`src/tw_slave_pkg.sv`:
```
// Package with constants shared by the two-wire register slave.
package tw_slave_pkg;
  // Identification byte: upper five bits fixed, then the two strap levels, then direction.
  localparam logic [4:0] ID_PREFIX = 5'h07;
  localparam int ID_PREFIX_MSB = 7;
  localparam int ID_PREFIX_LSB = 3;
  localparam int ID_STRAP_HI_POS = 2;
  localparam int ID_STRAP_LO_POS = 1;
  localparam int ID_DIR_POS = 0;
  localparam logic ID_DIR_READ = 1'h1;
  // Register file.
  localparam int REG_COUNT = 5;
  localparam logic [7:0] REG_LAST = 8'h04;
  localparam logic [7:0] REG_RESET = 8'h00;
  localparam logic [7:0] PTR_RESET = 8'h00;
  localparam logic [7:0] UNDEF_DATA = 8'hff;
  // Bits per byte, and the bit counter value at the fall that opens the acknowledge slot.
  localparam logic [3:0] BITS_PER_BYTE = 4'h8;
  // Power-up settle time in ns and the derived cycles at 25 MHz (least time, rounded up).
  localparam int POWERUP_NS = 1000;
  localparam int CLK_MHZ = 25;
  localparam int POWERUP_CYC = (POWERUP_NS * CLK_MHZ + 999) / 1000;
  // Non-volatile write cycle time in ns and derived cycles.
  localparam int NVWRITE_NS = 2000;
  localparam int NVWRITE_CYC = (NVWRITE_NS * CLK_MHZ + 999) / 1000;
  // Registers whose writes go to non-volatile storage (bit per register).
  localparam logic [4:0] NV_MASK = 5'h00;
  // Protocol states.
  typedef enum logic [2:0] {
    ST_IDLE, ST_ID, ST_ID_ACK, ST_ADDR, ST_ADDR_ACK, ST_WDATA, ST_WDATA_ACK, ST_READ
  } tw_state_t;
endpackage

```
`src/two_wire_register_slave.sv`:
```
// Two-wire serial slave giving an external master access to five byte registers.
//
// Summary of operation
// - Slave only; master clocks and starts transfers.
// - Bytes shift most significant bit first.
// - Data moves only while clock low.
// - Data pin undriven after power-up.
// - Ignore bus until START is seen.
// - Ignore START during power-up or NV write.
// - STOP ends operation, returns to standby.
// - STOP after NV write starts write cycle.
// - Transmitter releases; receiver acknowledges on ninth clock.
// - Acknowledge ID, address and write data.
// - ID is 00111, straps, then direction.
// - ID low bit one reads, zero writes.
// - Write is ID, address, data, STOP.
// - Early STOP discards the write.
// - Current-address read ends on master no-acknowledge.
// - Random read uses dummy write then restart.
// - Keep sending while master acknowledges.
// - Pointer loads from address, increments per byte.
// - Pointer above 04h returns undefined data.
`timescale 1ns/1ps
module two_wire_register_slave (
  // Clock and reset.
  input wire logic clk_in,
  input wire logic arst_n_in,
  // Serial bus pins; the data pin is open drain.
  input wire logic scl_in,
  input wire logic sda_in,
  output logic sda_out,
  output logic sda_oe_out,
  // Address straps.
  input wire logic addr_strap_hi_in,
  input wire logic addr_strap_lo_in,
  // Register contents for the rest of the device.
  output logic [7:0] reg0_out,
  output logic [7:0] reg1_out,
  output logic [7:0] reg2_out,
  output logic [7:0] reg3_out,
  output logic [7:0] reg4_out,
  // Status.
  output logic busy_out
);
  logic [1:0] rst_sync;
  logic rst_n;
  logic scl_rise;
  logic scl_fall;
  logic start_det;
  logic stop_det;
  logic [1:0] strap_hi_sync;
  logic [1:0] strap_lo_sync;
  tw_slave_pkg::tw_state_t state;
  tw_slave_pkg::tw_state_t next_state;
  logic [7:0] shift;
  logic [3:0] bit_cnt;
  logic [7:0] ptr;
  logic [7:0] wr_addr;
  logic [7:0] regs [tw_slave_pkg::REG_COUNT];
  logic [7:0] tx_byte;
  logic drive_low;
  logic [15:0] guard_cnt;
  logic nv_pending;
  logic wr_done;

  // Byte decode.
  logic [7:0] rx_byte;
  logic id_match;
  logic id_read;
  logic id_read_q;
  logic byte_done;
  logic start_ok;

  // Data level as seen at each clock rise.
  logic [1:0] sda_in_pipe;
  logic sda_in_sync;
  logic sda_sample;
  logic sda_q;

  // Pin drive decisions.
  logic ack_due;
  logic rd_first;
  logic rd_bit;
  logic drive_next;

  // Reset release goes through two flops so that all logic leaves reset together.
  always_ff @(posedge clk_in or negedge arst_n_in) begin
    if (!arst_n_in) begin
      rst_sync <= 2'h0;
    end else begin
      rst_sync <= {rst_sync[0], 1'h1};
    end
  end
  assign rst_n = rst_sync[1];

  // Pin sampling and START/STOP detection.
  // Only the edges and the START/STOP events are used; the plain clock level is not needed.
  tw_line_sampler sampler (
    .clk_in(clk_in),
    .rst_n_in(rst_n),
    .scl_raw_in(scl_in),
    .sda_raw_in(sda_in),
    .scl_out(),
    .scl_rise_out(scl_rise),
    .scl_fall_out(scl_fall),
    .start_out(start_det),
    .stop_out(stop_det)
  );

  // Straps are pins from outside the clock domain, so they are synchronised too.
  always_ff @(posedge clk_in or negedge rst_n) begin
    if (!rst_n) begin
      strap_hi_sync <= 2'h0;
      strap_lo_sync <= 2'h0;
    end else begin
      strap_hi_sync <= {strap_hi_sync[0], addr_strap_hi_in};
      strap_lo_sync <= {strap_lo_sync[0], addr_strap_lo_in};
    end
  end

  // Identification match and direction decode on the fully shifted byte.
  // The strap copies lag the pins by two clocks, which is harmless as straps are static.
  assign rx_byte = shift;
  assign id_match = (rx_byte[tw_slave_pkg::ID_PREFIX_MSB:tw_slave_pkg::ID_PREFIX_LSB]
                     == tw_slave_pkg::ID_PREFIX)
    && (rx_byte[tw_slave_pkg::ID_STRAP_HI_POS] == strap_hi_sync[1])
    && (rx_byte[tw_slave_pkg::ID_STRAP_LO_POS] == strap_lo_sync[1]);
  assign id_read = (rx_byte[tw_slave_pkg::ID_DIR_POS] == tw_slave_pkg::ID_DIR_READ);
  assign byte_done = scl_fall && (bit_cnt == tw_slave_pkg::BITS_PER_BYTE);
  assign start_ok = start_det && (guard_cnt == 16'h0000);

  // Read data comes from the pointer; locations past the last one are undefined.
  function automatic logic [7:0] reg_read(input logic [7:0] p, input logic [7:0] r0,
      input logic [7:0] r1, input logic [7:0] r2, input logic [7:0] r3, input logic [7:0] r4);
    logic [7:0] v;
    v = tw_slave_pkg::UNDEF_DATA;
    unique case (p)
      8'h00: v = r0;
      8'h01: v = r1;
      8'h02: v = r2;
      8'h03: v = r3;
      8'h04: v = r4;
      default: v = tw_slave_pkg::UNDEF_DATA;
    endcase
    return v;
  endfunction
  assign tx_byte = reg_read(ptr, regs[0], regs[1], regs[2], regs[3], regs[4]);

  // Next-state decode for the byte-level protocol.
  always_comb begin
    next_state = state;
    unique case (state)
      tw_slave_pkg::ST_IDLE: next_state = state;
      tw_slave_pkg::ST_ID: begin
        if (byte_done) begin
          next_state = id_match ? tw_slave_pkg::ST_ID_ACK : tw_slave_pkg::ST_IDLE;
        end
      end
      tw_slave_pkg::ST_ID_ACK: begin
        if (scl_fall) begin
          next_state = tw_slave_pkg::ST_ADDR;
        end
      end
      tw_slave_pkg::ST_ADDR: begin
        if (byte_done) begin
          next_state = tw_slave_pkg::ST_ADDR_ACK;
        end
      end
      tw_slave_pkg::ST_ADDR_ACK: begin
        if (scl_fall) begin
          next_state = tw_slave_pkg::ST_WDATA;
        end
      end
      tw_slave_pkg::ST_WDATA: begin
        if (byte_done) begin
          next_state = tw_slave_pkg::ST_WDATA_ACK;
        end
      end
      tw_slave_pkg::ST_WDATA_ACK: begin
        if (scl_fall) begin
          next_state = tw_slave_pkg::ST_WDATA;
        end
      end
      tw_slave_pkg::ST_READ: begin
        // Master no-acknowledge at the ninth bit ends the read. The counter already
        // reads nine at that rise, since it moved on at the fall after the eighth bit.
        if (scl_rise && bit_cnt == 4'h9 && sda_sample) begin
          next_state = tw_slave_pkg::ST_IDLE;
        end
      end
    endcase
  end

  // Sampled data level, taken from a local two-flop path with the same delay as the sampler's clock path.
  // The acknowledge seen at the ninth rise is held until the fall that decides whether
  // the next byte starts, because the pin may move again before that fall is seen.
  always_ff @(posedge clk_in or negedge rst_n) begin
    if (!rst_n) begin
      sda_q <= 1'h1;
    end else if (scl_rise) begin
      sda_q <= sda_in_sync;
    end
  end
  always_ff @(posedge clk_in or negedge rst_n) begin
    if (!rst_n) begin
      sda_in_pipe <= 2'h3;
    end else begin
      sda_in_pipe <= {sda_in_pipe[0], sda_in};
    end
  end
  assign sda_in_sync = sda_in_pipe[1];
  assign sda_sample = sda_in_sync;

  // Main sequencer: state, shift register and bit counter.
  // STOP outranks START, and both outrank the byte flow, so a cut frame always ends cleanly.
  always_ff @(posedge clk_in or negedge rst_n) begin
    if (!rst_n) begin
      state <= tw_slave_pkg::ST_IDLE;
      shift <= 8'h00;
      bit_cnt <= 4'h0;
    end else if (stop_det) begin
      state <= tw_slave_pkg::ST_IDLE;
      bit_cnt <= 4'h0;
    end else if (start_ok) begin
      state <= tw_slave_pkg::ST_ID;
      bit_cnt <= 4'h0;
    end else if (state == tw_slave_pkg::ST_ID_ACK && scl_fall && id_read_q) begin
      state <= tw_slave_pkg::ST_READ;
      bit_cnt <= 4'h0;
    end else begin
      state <= next_state;
      if (scl_rise && bit_cnt < tw_slave_pkg::BITS_PER_BYTE) begin
        shift <= {shift[6:0], sda_sample};
        bit_cnt <= bit_cnt + 4'h1;
      end else if (scl_fall && bit_cnt == tw_slave_pkg::BITS_PER_BYTE) begin
        bit_cnt <= 4'h9;
      end else if (scl_fall && bit_cnt == 4'h9) begin
        bit_cnt <= 4'h0;
      end else if (scl_rise && bit_cnt == 4'h9) begin
        bit_cnt <= 4'h9;
      end
    end
  end

  // Direction bit is held from the identification byte until its acknowledge ends.
  always_ff @(posedge clk_in or negedge rst_n) begin
    if (!rst_n) begin
      id_read_q <= 1'h0;
    end else if (state == tw_slave_pkg::ST_ID && byte_done) begin
      id_read_q <= id_read;
    end
  end

  // Pointer and pending write address; a write is only committed at its acknowledge.
  // A byte that the master refuses still counts as sent, so a later read continues after it.
  always_ff @(posedge clk_in or negedge rst_n) begin
    if (!rst_n) begin
      ptr <= tw_slave_pkg::PTR_RESET;
      wr_addr <= 8'h00;
    end else if (state == tw_slave_pkg::ST_ADDR && byte_done) begin
      ptr <= rx_byte;
      wr_addr <= rx_byte;
    end else if (state == tw_slave_pkg::ST_READ && byte_done) begin
      // Moving on at the eighth fall lets the next first bit be ready at the ninth fall.
      ptr <= ptr + 8'h01;
    end else if (wr_done) begin
      wr_addr <= wr_addr + 8'h01;
      ptr <= wr_addr + 8'h01;
    end
  end

  // Data byte is stored only once its acknowledge clock has ended.
  // A STOP before that fall leaves the registers untouched, which discards a cut write.
  assign wr_done = (state == tw_slave_pkg::ST_WDATA_ACK) && scl_fall;
  always_ff @(posedge clk_in or negedge rst_n) begin
    if (!rst_n) begin
      for (int i = 0; i < tw_slave_pkg::REG_COUNT; i++) begin
        regs[i] <= tw_slave_pkg::REG_RESET;
      end
    end else if (wr_done && wr_addr <= tw_slave_pkg::REG_LAST) begin
      regs[wr_addr[2:0]] <= shift;
    end
  end

  // Guard timer blocks START during power-up and during a non-volatile write cycle.
  // With no register marked in the non-volatile mask, the write cycle never starts.
  always_ff @(posedge clk_in or negedge rst_n) begin
    if (!rst_n) begin
      guard_cnt <= 16'(tw_slave_pkg::POWERUP_CYC);
      nv_pending <= 1'h0;
    end else if (stop_det && nv_pending) begin
      guard_cnt <= 16'(tw_slave_pkg::NVWRITE_CYC);
      nv_pending <= 1'h0;
    end else begin
      if (guard_cnt != 16'h0000) begin
        guard_cnt <= guard_cnt - 16'h0001;
      end
      if (wr_done && wr_addr <= tw_slave_pkg::REG_LAST) begin
        nv_pending <= tw_slave_pkg::NV_MASK[wr_addr[2:0]];
      end else if (start_ok) begin
        nv_pending <= 1'h0;
      end
    end
  end

  // Output driver. Decisions are taken at a clock fall or at START/STOP, so the pin is only pulled low while
  // the clock is low. START and STOP always release it, so a stray drive cannot hang the bus.
  // The decision lags the pin fall by the synchroniser, which costs some data setup time.
  // Acknowledge after the eighth bit of a received byte that this slave still accepts.
  assign ack_due = (bit_cnt == tw_slave_pkg::BITS_PER_BYTE)
    && (state == tw_slave_pkg::ST_ADDR || state == tw_slave_pkg::ST_WDATA
        || (state == tw_slave_pkg::ST_ID && id_match));
  // First bit of a byte: after the acknowledge of a read identification byte, or after the
  // master acknowledged the previous byte, by which time the pointer has moved on.
  assign rd_first = !tx_byte[7]
    && ((state == tw_slave_pkg::ST_ID_ACK && id_read_q)
        || (state == tw_slave_pkg::ST_READ && bit_cnt == 4'h9 && !sda_q));
  // Remaining bits follow at each fall, most significant first; after the eighth bit the
  // pin is released so that the master can answer in the ninth clock.
  assign rd_bit = (state == tw_slave_pkg::ST_READ) && (bit_cnt != 4'h0)
    && (bit_cnt < tw_slave_pkg::BITS_PER_BYTE) && !tx_byte[3'(7 - bit_cnt[2:0])];
  assign drive_low = ack_due || rd_first || rd_bit;
  assign drive_next = !stop_det && !start_det && drive_low;
  always_ff @(posedge clk_in or negedge rst_n) begin
    if (!rst_n) begin
      sda_oe_out <= 1'h0;
    end else if (scl_fall || stop_det || start_det) begin
      sda_oe_out <= drive_next;
    end
  end
  // Open drain: the pin is only ever pulled low, never driven high.
  assign sda_out = 1'h0;

  // Register contents and status.
  assign reg0_out = regs[0];
  assign reg1_out = regs[1];
  assign reg2_out = regs[2];
  assign reg3_out = regs[3];
  assign reg4_out = regs[4];
  assign busy_out = (state != tw_slave_pkg::ST_IDLE) || (guard_cnt != 16'h0000);
endmodule

```
`src/tw_line_sampler.sv`:
```
// Two-stage synchroniser and edge finder for the serial clock and data pins.
`timescale 1ns/1ps
module tw_line_sampler (
  // Clock and reset.
  input wire logic clk_in,
  input wire logic rst_n_in,
  // Raw pin levels.
  input wire logic scl_raw_in,
  input wire logic sda_raw_in,
  // Sampled levels and events.
  output logic scl_out,
  output logic scl_rise_out,
  output logic scl_fall_out,
  output logic start_out,
  output logic stop_out
);
  logic [1:0] scl_sync;
  logic [1:0] sda_sync;
  logic scl_prev;
  logic sda_prev;

  // Two flops per pin; only the second stage and its delayed copy feed edge logic.
  always_ff @(posedge clk_in or negedge rst_n_in) begin
    if (!rst_n_in) begin
      scl_sync <= 2'h3;
      sda_sync <= 2'h3;
      scl_prev <= 1'h1;
      sda_prev <= 1'h1;
    end else begin
      scl_sync <= {scl_sync[0], scl_raw_in};
      sda_sync <= {sda_sync[0], sda_raw_in};
      scl_prev <= scl_sync[1];
      sda_prev <= sda_sync[1];
    end
  end

  // Data moving while the clock is high marks START or STOP.
  assign scl_out = scl_sync[1];
  assign scl_rise_out = scl_sync[1] & ~scl_prev;
  assign scl_fall_out = ~scl_sync[1] & scl_prev;
  assign start_out = scl_sync[1] & scl_prev & sda_prev & ~sda_sync[1];
  assign stop_out = scl_sync[1] & scl_prev & ~sda_prev & sda_sync[1];
endmodule

```
`config.mk`:
```
export PLATFORM = sky130hd
export DESIGN_NAME = two_wire_register_slave
export DESIGN_NICKNAME = d
export VERILOG_FILES = /design/src/tw_slave_pkg.sv /design/src/two_wire_register_slave.sv /design/src/tw_line_sampler.sv
export SDC_FILE = /design/constraint.sdc
export NUM_CORES = 1
export LEC_CHECK = 0
export ABC_AREA = 1
export ABC_CLOCK_PERIOD_IN_PS = 3000
export CORE_ASPECT_RATIO = 1.4
export CORE_MARGIN = 1
export CORE_UTILIZATION = 25
export DETAILED_ROUTE_END_ITERATION = 10
export DONT_BUFFER_PORTS = 1
export PLACE_DENSITY = 0.47
export SLEW_MARGIN = 20
export SYNTH_ARGS = -nofsm -noshare
export SYNTH_HDL_FRONTEND = slang
export SYNTH_SLANG_ARGS = --single-unit
```
`constraint.sdc`:
```
create_clock -name clk_in -period 3 [get_ports clk_in]
set_input_delay 0.15 -clock clk_in [delete_from_list [all_inputs] [get_ports clk_in]]
set_output_delay 0.15 -clock clk_in [all_outputs]
set_load 0.1 [all_outputs]
```
==> results.sh, run 1 <==
export IMPL_post_place_cells=947
export IMPL_cp_common_cell="nand2_1"
export IMPL_worst_slew_pin_transition_ns=0.6292
export IMPL_timing_rr_start="wr_addr[0]"
export IMPL_clock_power_share_pct=37.0
export IMPL_post_route_min_period_ns=2.140
export IMPL_power_switching_share_pct=33.22
export IMPL_first_pass_grt_wire_length_mm=24.53
export IMPL_critPathMaxStageDelay_ns=0.47
export IMPL_clock_insertion_delay_worst_skew_ns=0.36
export IMPL_p_leak_nw=3.068
export IMPL_ys_dominant_reg_cell="dfrtp_1"
export IMPL_synth_cells=658
export IMPL_share_of_the_yosys_chip_area_belonging_to_registers_pct=47.25
export IMPL_fp_row_count=63
export IMPL_layout_worst_path_cycle_share_pct=71.35
export IMPL_crit_end_element="flop"
export IMPL_ys_async_sr_fraction_pct=100.0
export IMPL_drt_pre_antenna_iters=5
export IMPL_critPathCapture="reg4_out[3]"
export IMPL_synthDominantCellAreaShare_pct=42.41
export IMPL_syn_to_layout_area_delta_pct=16.73
export IMPL_place_gp_congestion=0.8061
export IMPL_synth_warning_count=0
export IMPL_layout_nets=720
export IMPL_dp_final_hpwl_mm=11.20
export IMPL_layout_filler_cells=2289
export IMPL_vias=4340
export IMPL_min_delay_path_class="in -> async"
export IMPL_util_after_layout_pct=29.89
export IMPL_dieHeight_um=176.4
export IMPL_post_synth_main_area_contributors="dfrtp_1, nand2_1, o21ai_0, dfstp_2, nor2_1"
export IMPL_core_area_um2=21200
export IMPL_report_final_hold_viol_count=0
export IMPL_synth_ff_latch_count=102
export IMPL_drt_wirelength_per_cell_um=15.54
export IMPL_die_area_um2=22320
export IMPL_count_of_flip_flops_with_a_built_in_enable_after_synthesis=0
export IMPL_initial_core_util_pct=25.60
export IMPL_yosys_cell_types_count=45
export IMPL_clockRootBuffer="clkbuf_16"
export IMPL_finalWorstSetupSlack_ns=0.8596
export IMPL_finalSetupTns_ns=0
export IMPL_critical_path_peak_fanout=16
export IMPL_power_sequential_fraction_pct=46.3
export IMPL_crit_path_start="wr_addr[0]"
export IMPL_worst_endpoint_required_time_ns=3.23
export IMPL_switching_power_mw=1.132
export IMPL_critPathLaunchType="flop"
export IMPL_outcome="finished, final reports clean"
export IMPL_timing_slew_headroom_pct=57.90
export IMPL_antenna_violations_before_repair=0
export IMPL_worstRegToRegCells=9
export IMPL_combined_global_route_utilization_of_all_metal_layers_pct=14.50
export IMPL_drt_total_wl_mm=15.05
export IMPL_critical_path_arrival_ns=2.37
export IMPL_drv_cap=0
export IMPL_combinational_group_share_of_total_power_pct=16.8
export IMPL_average_instance_area_after_synthesis_um2=8.251
export IMPL_grt_setup_unrepaired="false"
export IMPL_timing_fmax_mhz=467.2
export IMPL_postCtsSetupRepairBufs=0
export IMPL_final_setup_viol_count=0
export IMPL_post_synth_top_area_cell="dfrtp_1"
export IMPL_cts_tree="built"
export IMPL_cts_sinks=102
export IMPL_grt_pass1_vias=4377
export IMPL_grt_max_degree=59
export IMPL_critical_path_class="reg -> reg"
export IMPL_die_w_um=126.5
export IMPL_drive_above_1_share_pct=17.23
export IMPL_cts_buffer_depth=2
export IMPL_h_tree_depth=3
export IMPL_timing_max_transition_violations_final=0
export IMPL_dp_slack_ns=0.8493
export IMPL_power_ir_vdd_worst_v=0.0002645
export IMPL_synth_fp_nets=675
export IMPL_regToRegSetupSlack_ns=0.86
export IMPL_grt_ovfl_total=0
export IMPL_cp_slowest_cell="dfrtp_1"
export IMPL_number_of_remaining_drc_errors=0
export IMPL_total_power_mw=3.409
export IMPL_pin_count=49
export IMPL_reg2reg_to="reg4_out[3]"
export IMPL_first_iter_violations=252
export IMPL_cts_clk_slew_worst_paths_ns=0.08
export IMPL_antenna_cells_inserted=0
export IMPL_cp_cell_sequence="inv_1 > ha_1 > o211ai_2 > nor4_1 > nand2_1 > nor2_2 > nand3_2 > nand2_1 > o21ai_2"
export IMPL_number_of_standard_cells_in_the_final_layout_excluding_fillers=968
export IMPL_synth_area_um2=5429
export IMPL_cts_made_buffers=9
export IMPL_intPower_mw=2.277
export IMPL_fin_skew_ns=0.01626
export IMPL_detail_route_vias_per_cell=4.483
export IMPL_route_antenna_remaining_nets=0
export IMPL_buffer_ports_inserted=0
export IMPL_power_density_nw_per_um2=537.9
state kept, by name, indices dropped and copies added (netlist names), 3 cells and up:
register / cells
bit_cnt: 4
guard_cnt: 16
ptr: 8
reg0_out: 8
reg1_out: 8
reg2_out: 8
reg3_out: 8
reg4_out: 8
rx_byte: 8
state: 3
wr_addr: 8
metal layers:
layer | vias to the layer above | track usage [%] | part of all wire [%]
met5 | - | 0 | 0
met4 | 0 | 5.221 | 1.3
met3 | 12 | 2.333 | 2.6
met2 | 62 | 26.27 | 52
met1 | 2038 | 17.14 | 44
li1 | 2228 | - | -
through the flow:
step                      cell area (um2)  hold WS (ns)
after CTS                            6337      0.005615
after global routing                 6337       0.01987
after global placement               5976       -0.1455
after detailed placement             5976       -0.1455
final                                6337       0.02276
after floorplan                      5430       -0.1456
cell type report:
type | instances | area [um2] | share of cell area, %
timing repair buffer | 49 | 392.9 | 6.199
inverter | 75 | 284.0 | 4.482
multi-input combinational | 466 | 2455 | 38.74
sequential | 102 | 2569 | 40.53
clock buffer | 9 | 225.2 | 3.554
clock inverter | 7 | 86.33 | 1.362
tap | 260 | 325.3 | 5.133
kinds of logic after synthesis:
group                    count (synthesis)  synth area share (%)
adder cells (fa/ha/maj)                 11                 2.535
buffers and inverters                   90                 7.536
AND/OR/NAND/NOR                        318                 27.20
XOR/XNOR                                21                 3.388
other                                    2                0.1383
flip-flops                             102                 47.25
AO/OA/AOI/OAI                          114                 11.96
worst min-delay path by stage:
stage	start	end	slack [ns]	cells past startpoint
floorplan	arst_n_in	rst_sync[0]	-0.15	0
global placement	arst_n_in	rst_sync[0]	-0.15	0
detailed placement	arst_n_in	rst_sync[0]	-0.15	0
CTS	arst_n_in	rst_sync[1]	0.006	1
global route	arst_n_in	rst_sync[1]	0.02	1
finish	arst_n_in	rst_sync[1]	0.02	1
cells in the mapped netlist (2+ instances only):
cell	n
o21ai_1	2
nand4_1	4
nand3_2	5
dfstp_2	10
nor3_4	2
nand2_2	8
nand3_1	43
inv_1	65
buf_2	4
nand2_1	152
buf_6	7
o221ai_1	2
conb_1	2
nor2_1	69
xor2_1	16
o32ai_1	2
buf_4	3
ha_1	11
xnor2_1	5
o21ai_0	71
o21ai_2	8
nor3_1	11
nor3_2	2
nor3b_1	5
inv_2	9
nand2_4	3
dfrtp_1	92
nor2_2	8
a21oi_1	13
a31oi_1	9
critical path: cells and delay by family (launching register included):
kind                       cells  cell delay, ns
and+or+nand+nor                5            1.08
DFF                            1            0.47
adders and majority gates      1            0.18
AOI/OAI and AO/OA              2            0.16
buffers and inverters          1            0.14
power groups by stage:
stage	Sequential, mW	Clock, mW	Combinational [mW]
final	1.58	1.26	0.572
after global placement	1.60	0	0.575
after detailed placement	1.61	0	0.575
after global routing	1.59	1.36	0.646
after CTS	1.58	1.31	0.582
after floorplan	1.58	0	0.358
repair_timing:
item / 4_1_cts / 5_1_grt
gates resized for setup: 0 / 0
hold buffers: 5 / 0
endpoints found under the hold margin: 6 / 0
placed cells by master (no fill, tap or decap), types with 8 or more instances in the layout:
master     count
nand2_1      152
a31oi_1        9
inv_2          9
ha_1          11
xor2_1        16
nor3_1        11
o21ai_2        8
nor2_1        69
o21ai_0       71
nand2_2        8
dfrtp_1       91
a21oi_1       13
buf_4         43
nand3_1       43
inv_1         65
clkbuf_16      9
nor2_2         8
dfstp_2       10
Power figures use the tool's default switching activity.
==> inputs of run 2 (changes only) <==
- ABC_CLOCK_PERIOD_IN_PS: 3000 -> 1700
- clock period: 3 -> 1.7 ns (I/O delays scaled with it)
==> results.sh, run 2 (synthesis results as in run 1) <==
export IMPL_number_of_remaining_drc_errors=0
export IMPL_antenna_cells_inserted=0
export IMPL_critPathLaunchType="flop"
export IMPL_power_density_nw_per_um2=788.9
export IMPL_worstRegToRegCells=12
export IMPL_final_cell_mix="buf_4, nand2_1, dfrtp_1"
export IMPL_buffer_ports_inserted=0
export IMPL_drv_cap=0
export IMPL_layout_nets=831
export IMPL_die_w_um=126.5
export IMPL_finalWorstSetupSlack_ns=-0.1099
export IMPL_worst_hold_path_endpoint="strap_hi_sync[0]"
export IMPL_first_iter_violations=244
export IMPL_drt_total_wl_mm=17.02
export IMPL_finalSetupTns_ns=-1.841
export IMPL_detail_route_vias_per_cell=4.611
export IMPL_util_after_layout_pct=38.40
export IMPL_timing_max_transition_violations_final=0
export IMPL_fin_skew_ns=0.01505
export IMPL_grt_ovfl_total=0
export IMPL_report_final_hold_viol_count=0
export IMPL_hold_path_startpoint="addr_strap_hi_in"
export IMPL_largest_register="guard_cnt"
export IMPL_syn_to_layout_area_delta_pct=49.97
export IMPL_flip_flop_count_of_the_largest_register_all_copies_and_words_added=16
export IMPL_hold_depth=1
export IMPL_cts_buffer_depth=2
export IMPL_drt_pre_antenna_iters=4
export IMPL_timing_fmax_mhz=552.5
export IMPL_regToRegSetupSlack_ns=-0.11
export IMPL_grt_max_degree=53
export IMPL_timing_slew_headroom_pct=65.87
export IMPL_worst_endpoint_required_time_ns=1.99
export IMPL_worst_slew_pin_transition_ns=0.5101
export IMPL_critical_path_class="reg -> reg"
export IMPL_violated_checks="setup timing"
export IMPL_grt_pass1_vias=5075
export IMPL_critical_path_peak_fanout=3
export IMPL_drive_above_1_share_pct=45.18
export IMPL_clockRootBuffer="clkbuf_16"
export IMPL_timing_rr_start="guard_cnt[0]"
export IMPL_pin_count=49
export IMPL_min_delay_path_class="in -> reg"
export IMPL_dieHeight_um=176.4
export IMPL_final_common_cell="buf_4"
export IMPL_h_tree_depth=3
export IMPL_core_area_um2=21200
export IMPL_cp_cell_sequence="inv_2 > ha_4 > nand3_2 > nor2_2 > nand3_2 > buf_6 > nand2_4 > nor3_4 > nand2_2 > buf_4 > nor3_4 > xor2_1"
export IMPL_clock_insertion_delay_worst_skew_ns=0.37
export IMPL_cts_clk_slew_worst_paths_ns=0.08
export IMPL_cp_slowest_cell="dfstp_2"
export IMPL_final_setup_viol_count=34
export IMPL_first_pass_grt_wire_length_mm=26.30
export IMPL_cts_made_buffers=9
export IMPL_critPathMaxStageDelay_ns=0.54
export IMPL_total_power_mw=6.423
export IMPL_grt_setup_unrepaired="true"
export IMPL_p_leak_nw=3.869
export IMPL_power_ir_vdd_worst_v=0.0004461
export IMPL_die_area_um2=22320
export IMPL_drt_wirelength_per_cell_um=15.77
export IMPL_combined_global_route_utilization_of_all_metal_layers_pct=15.36
export IMPL_reg2reg_to="guard_cnt[8]"
export IMPL_outcome="finished, violations left"
export IMPL_initial_core_util_pct=25.60
export IMPL_vias=4975
export IMPL_cts_tree="built"
export IMPL_place_gp_congestion=0.8490
export IMPL_dp_final_hpwl_mm=12.04
export IMPL_fp_row_count=63
export IMPL_antenna_violations_before_repair=0
export IMPL_cts_sinks=102
export IMPL_crit_end_element="flop"
export IMPL_finalHoldWorstSlack_ns=0.2692
export IMPL_layout_worst_path_cycle_share_pct=106.5
export IMPL_post_route_min_period_ns=1.810
export IMPL_route_antenna_remaining_nets=0
export IMPL_critical_path_arrival_ns=2.10
## run 2: worst max path at each step
stage	end	slack (ns)	depth (start not counted)	from
4_1_cts	reg4_out[1]	-0.11	11	wr_addr[0]
3_5_place_dp	sda_oe_out	-0.22	10	ptr[1]
5_1_grt	sda_oe_out	-0.23	13	ptr[2]
3_3_place_gp	sda_oe_out	-0.22	10	ptr[1]
6_report	guard_cnt[8]	-0.11	12	guard_cnt[0]
2_1_floorplan	guard_cnt[11]	-0.09	12	guard_cnt[0]
## run 2: final cells by class
class,count,area (um2)
Clock buffer,9,225.2
Clock inverter,7,85.08
Fill cell,2149,13060
Inverter,75,316.6
Multi-Input combinational cell,468,3203
Sequential cell,102,2572
Tap cell,260,325.3
Timing Repair Buffer,157,1403
Timing Repair inverter,1,11.26
## run 2: power by group
part	switching (mW)	total, mW	leakage [nW]	internal [mW]
combinational	0.933	1.46	2.37	0.525
sequential	0.199	2.78	1.36	2.58
clock	1.12	2.18	0.147	1.06
total	2.25	6.42	3.87	4.17
## run 2: worst max-delay path: cells and delay by family (launching register included)
kind	cells	cell delay (ns)
AND/OR/NAND/NOR	7	0.57
adder cells (fa/ha/maj)	1	0.16
XOR/XNOR	1	0.15
buffers and inverters	3	0.32
flip-flops	1	0.54
## run 2: what timing repair did
| item | CTS | global route |
|---|---|---|
| pin swaps | 17 | 45 |
| hold buffers | 6 | 0 |
| gates cloned | 2 | 4 |
| buffers inserted | 7 | 14 |
| resized for setup | 59 | 180 |
| hold endpoints to repair | 6 | 0 |
| setup endpoints to repair | 73 | 76 |
## run 2: per-layer routing
| metal | share of wire (%) | wire (um) | track usage [%] | up-vias |
|---|---|---|---|---|
| met5 | 0 | 0 | 0 | - |
| met4 | 2.0 | 340 | 6.175 | 0 |
| met3 | 2.8 | 483 | 2.788 | 18 |
| li1 | - | - | - | 2465 |
| met1 | 40 | 6734 | 16.91 | 2430 |
| met2 | 56 | 9456 | 28.80 | 62 |
## run 2: through the flow
step	area, um2	std cells	worst slack (ns)
after CTS	7437	1064	-0.1145
final	8142	1079	-0.1099
after global placement	6779	1033	-0.2225
after detailed placement	6779	1033	-0.2156
after global routing	8142	1079	-0.2253
after floorplan	5519	658	-0.08840
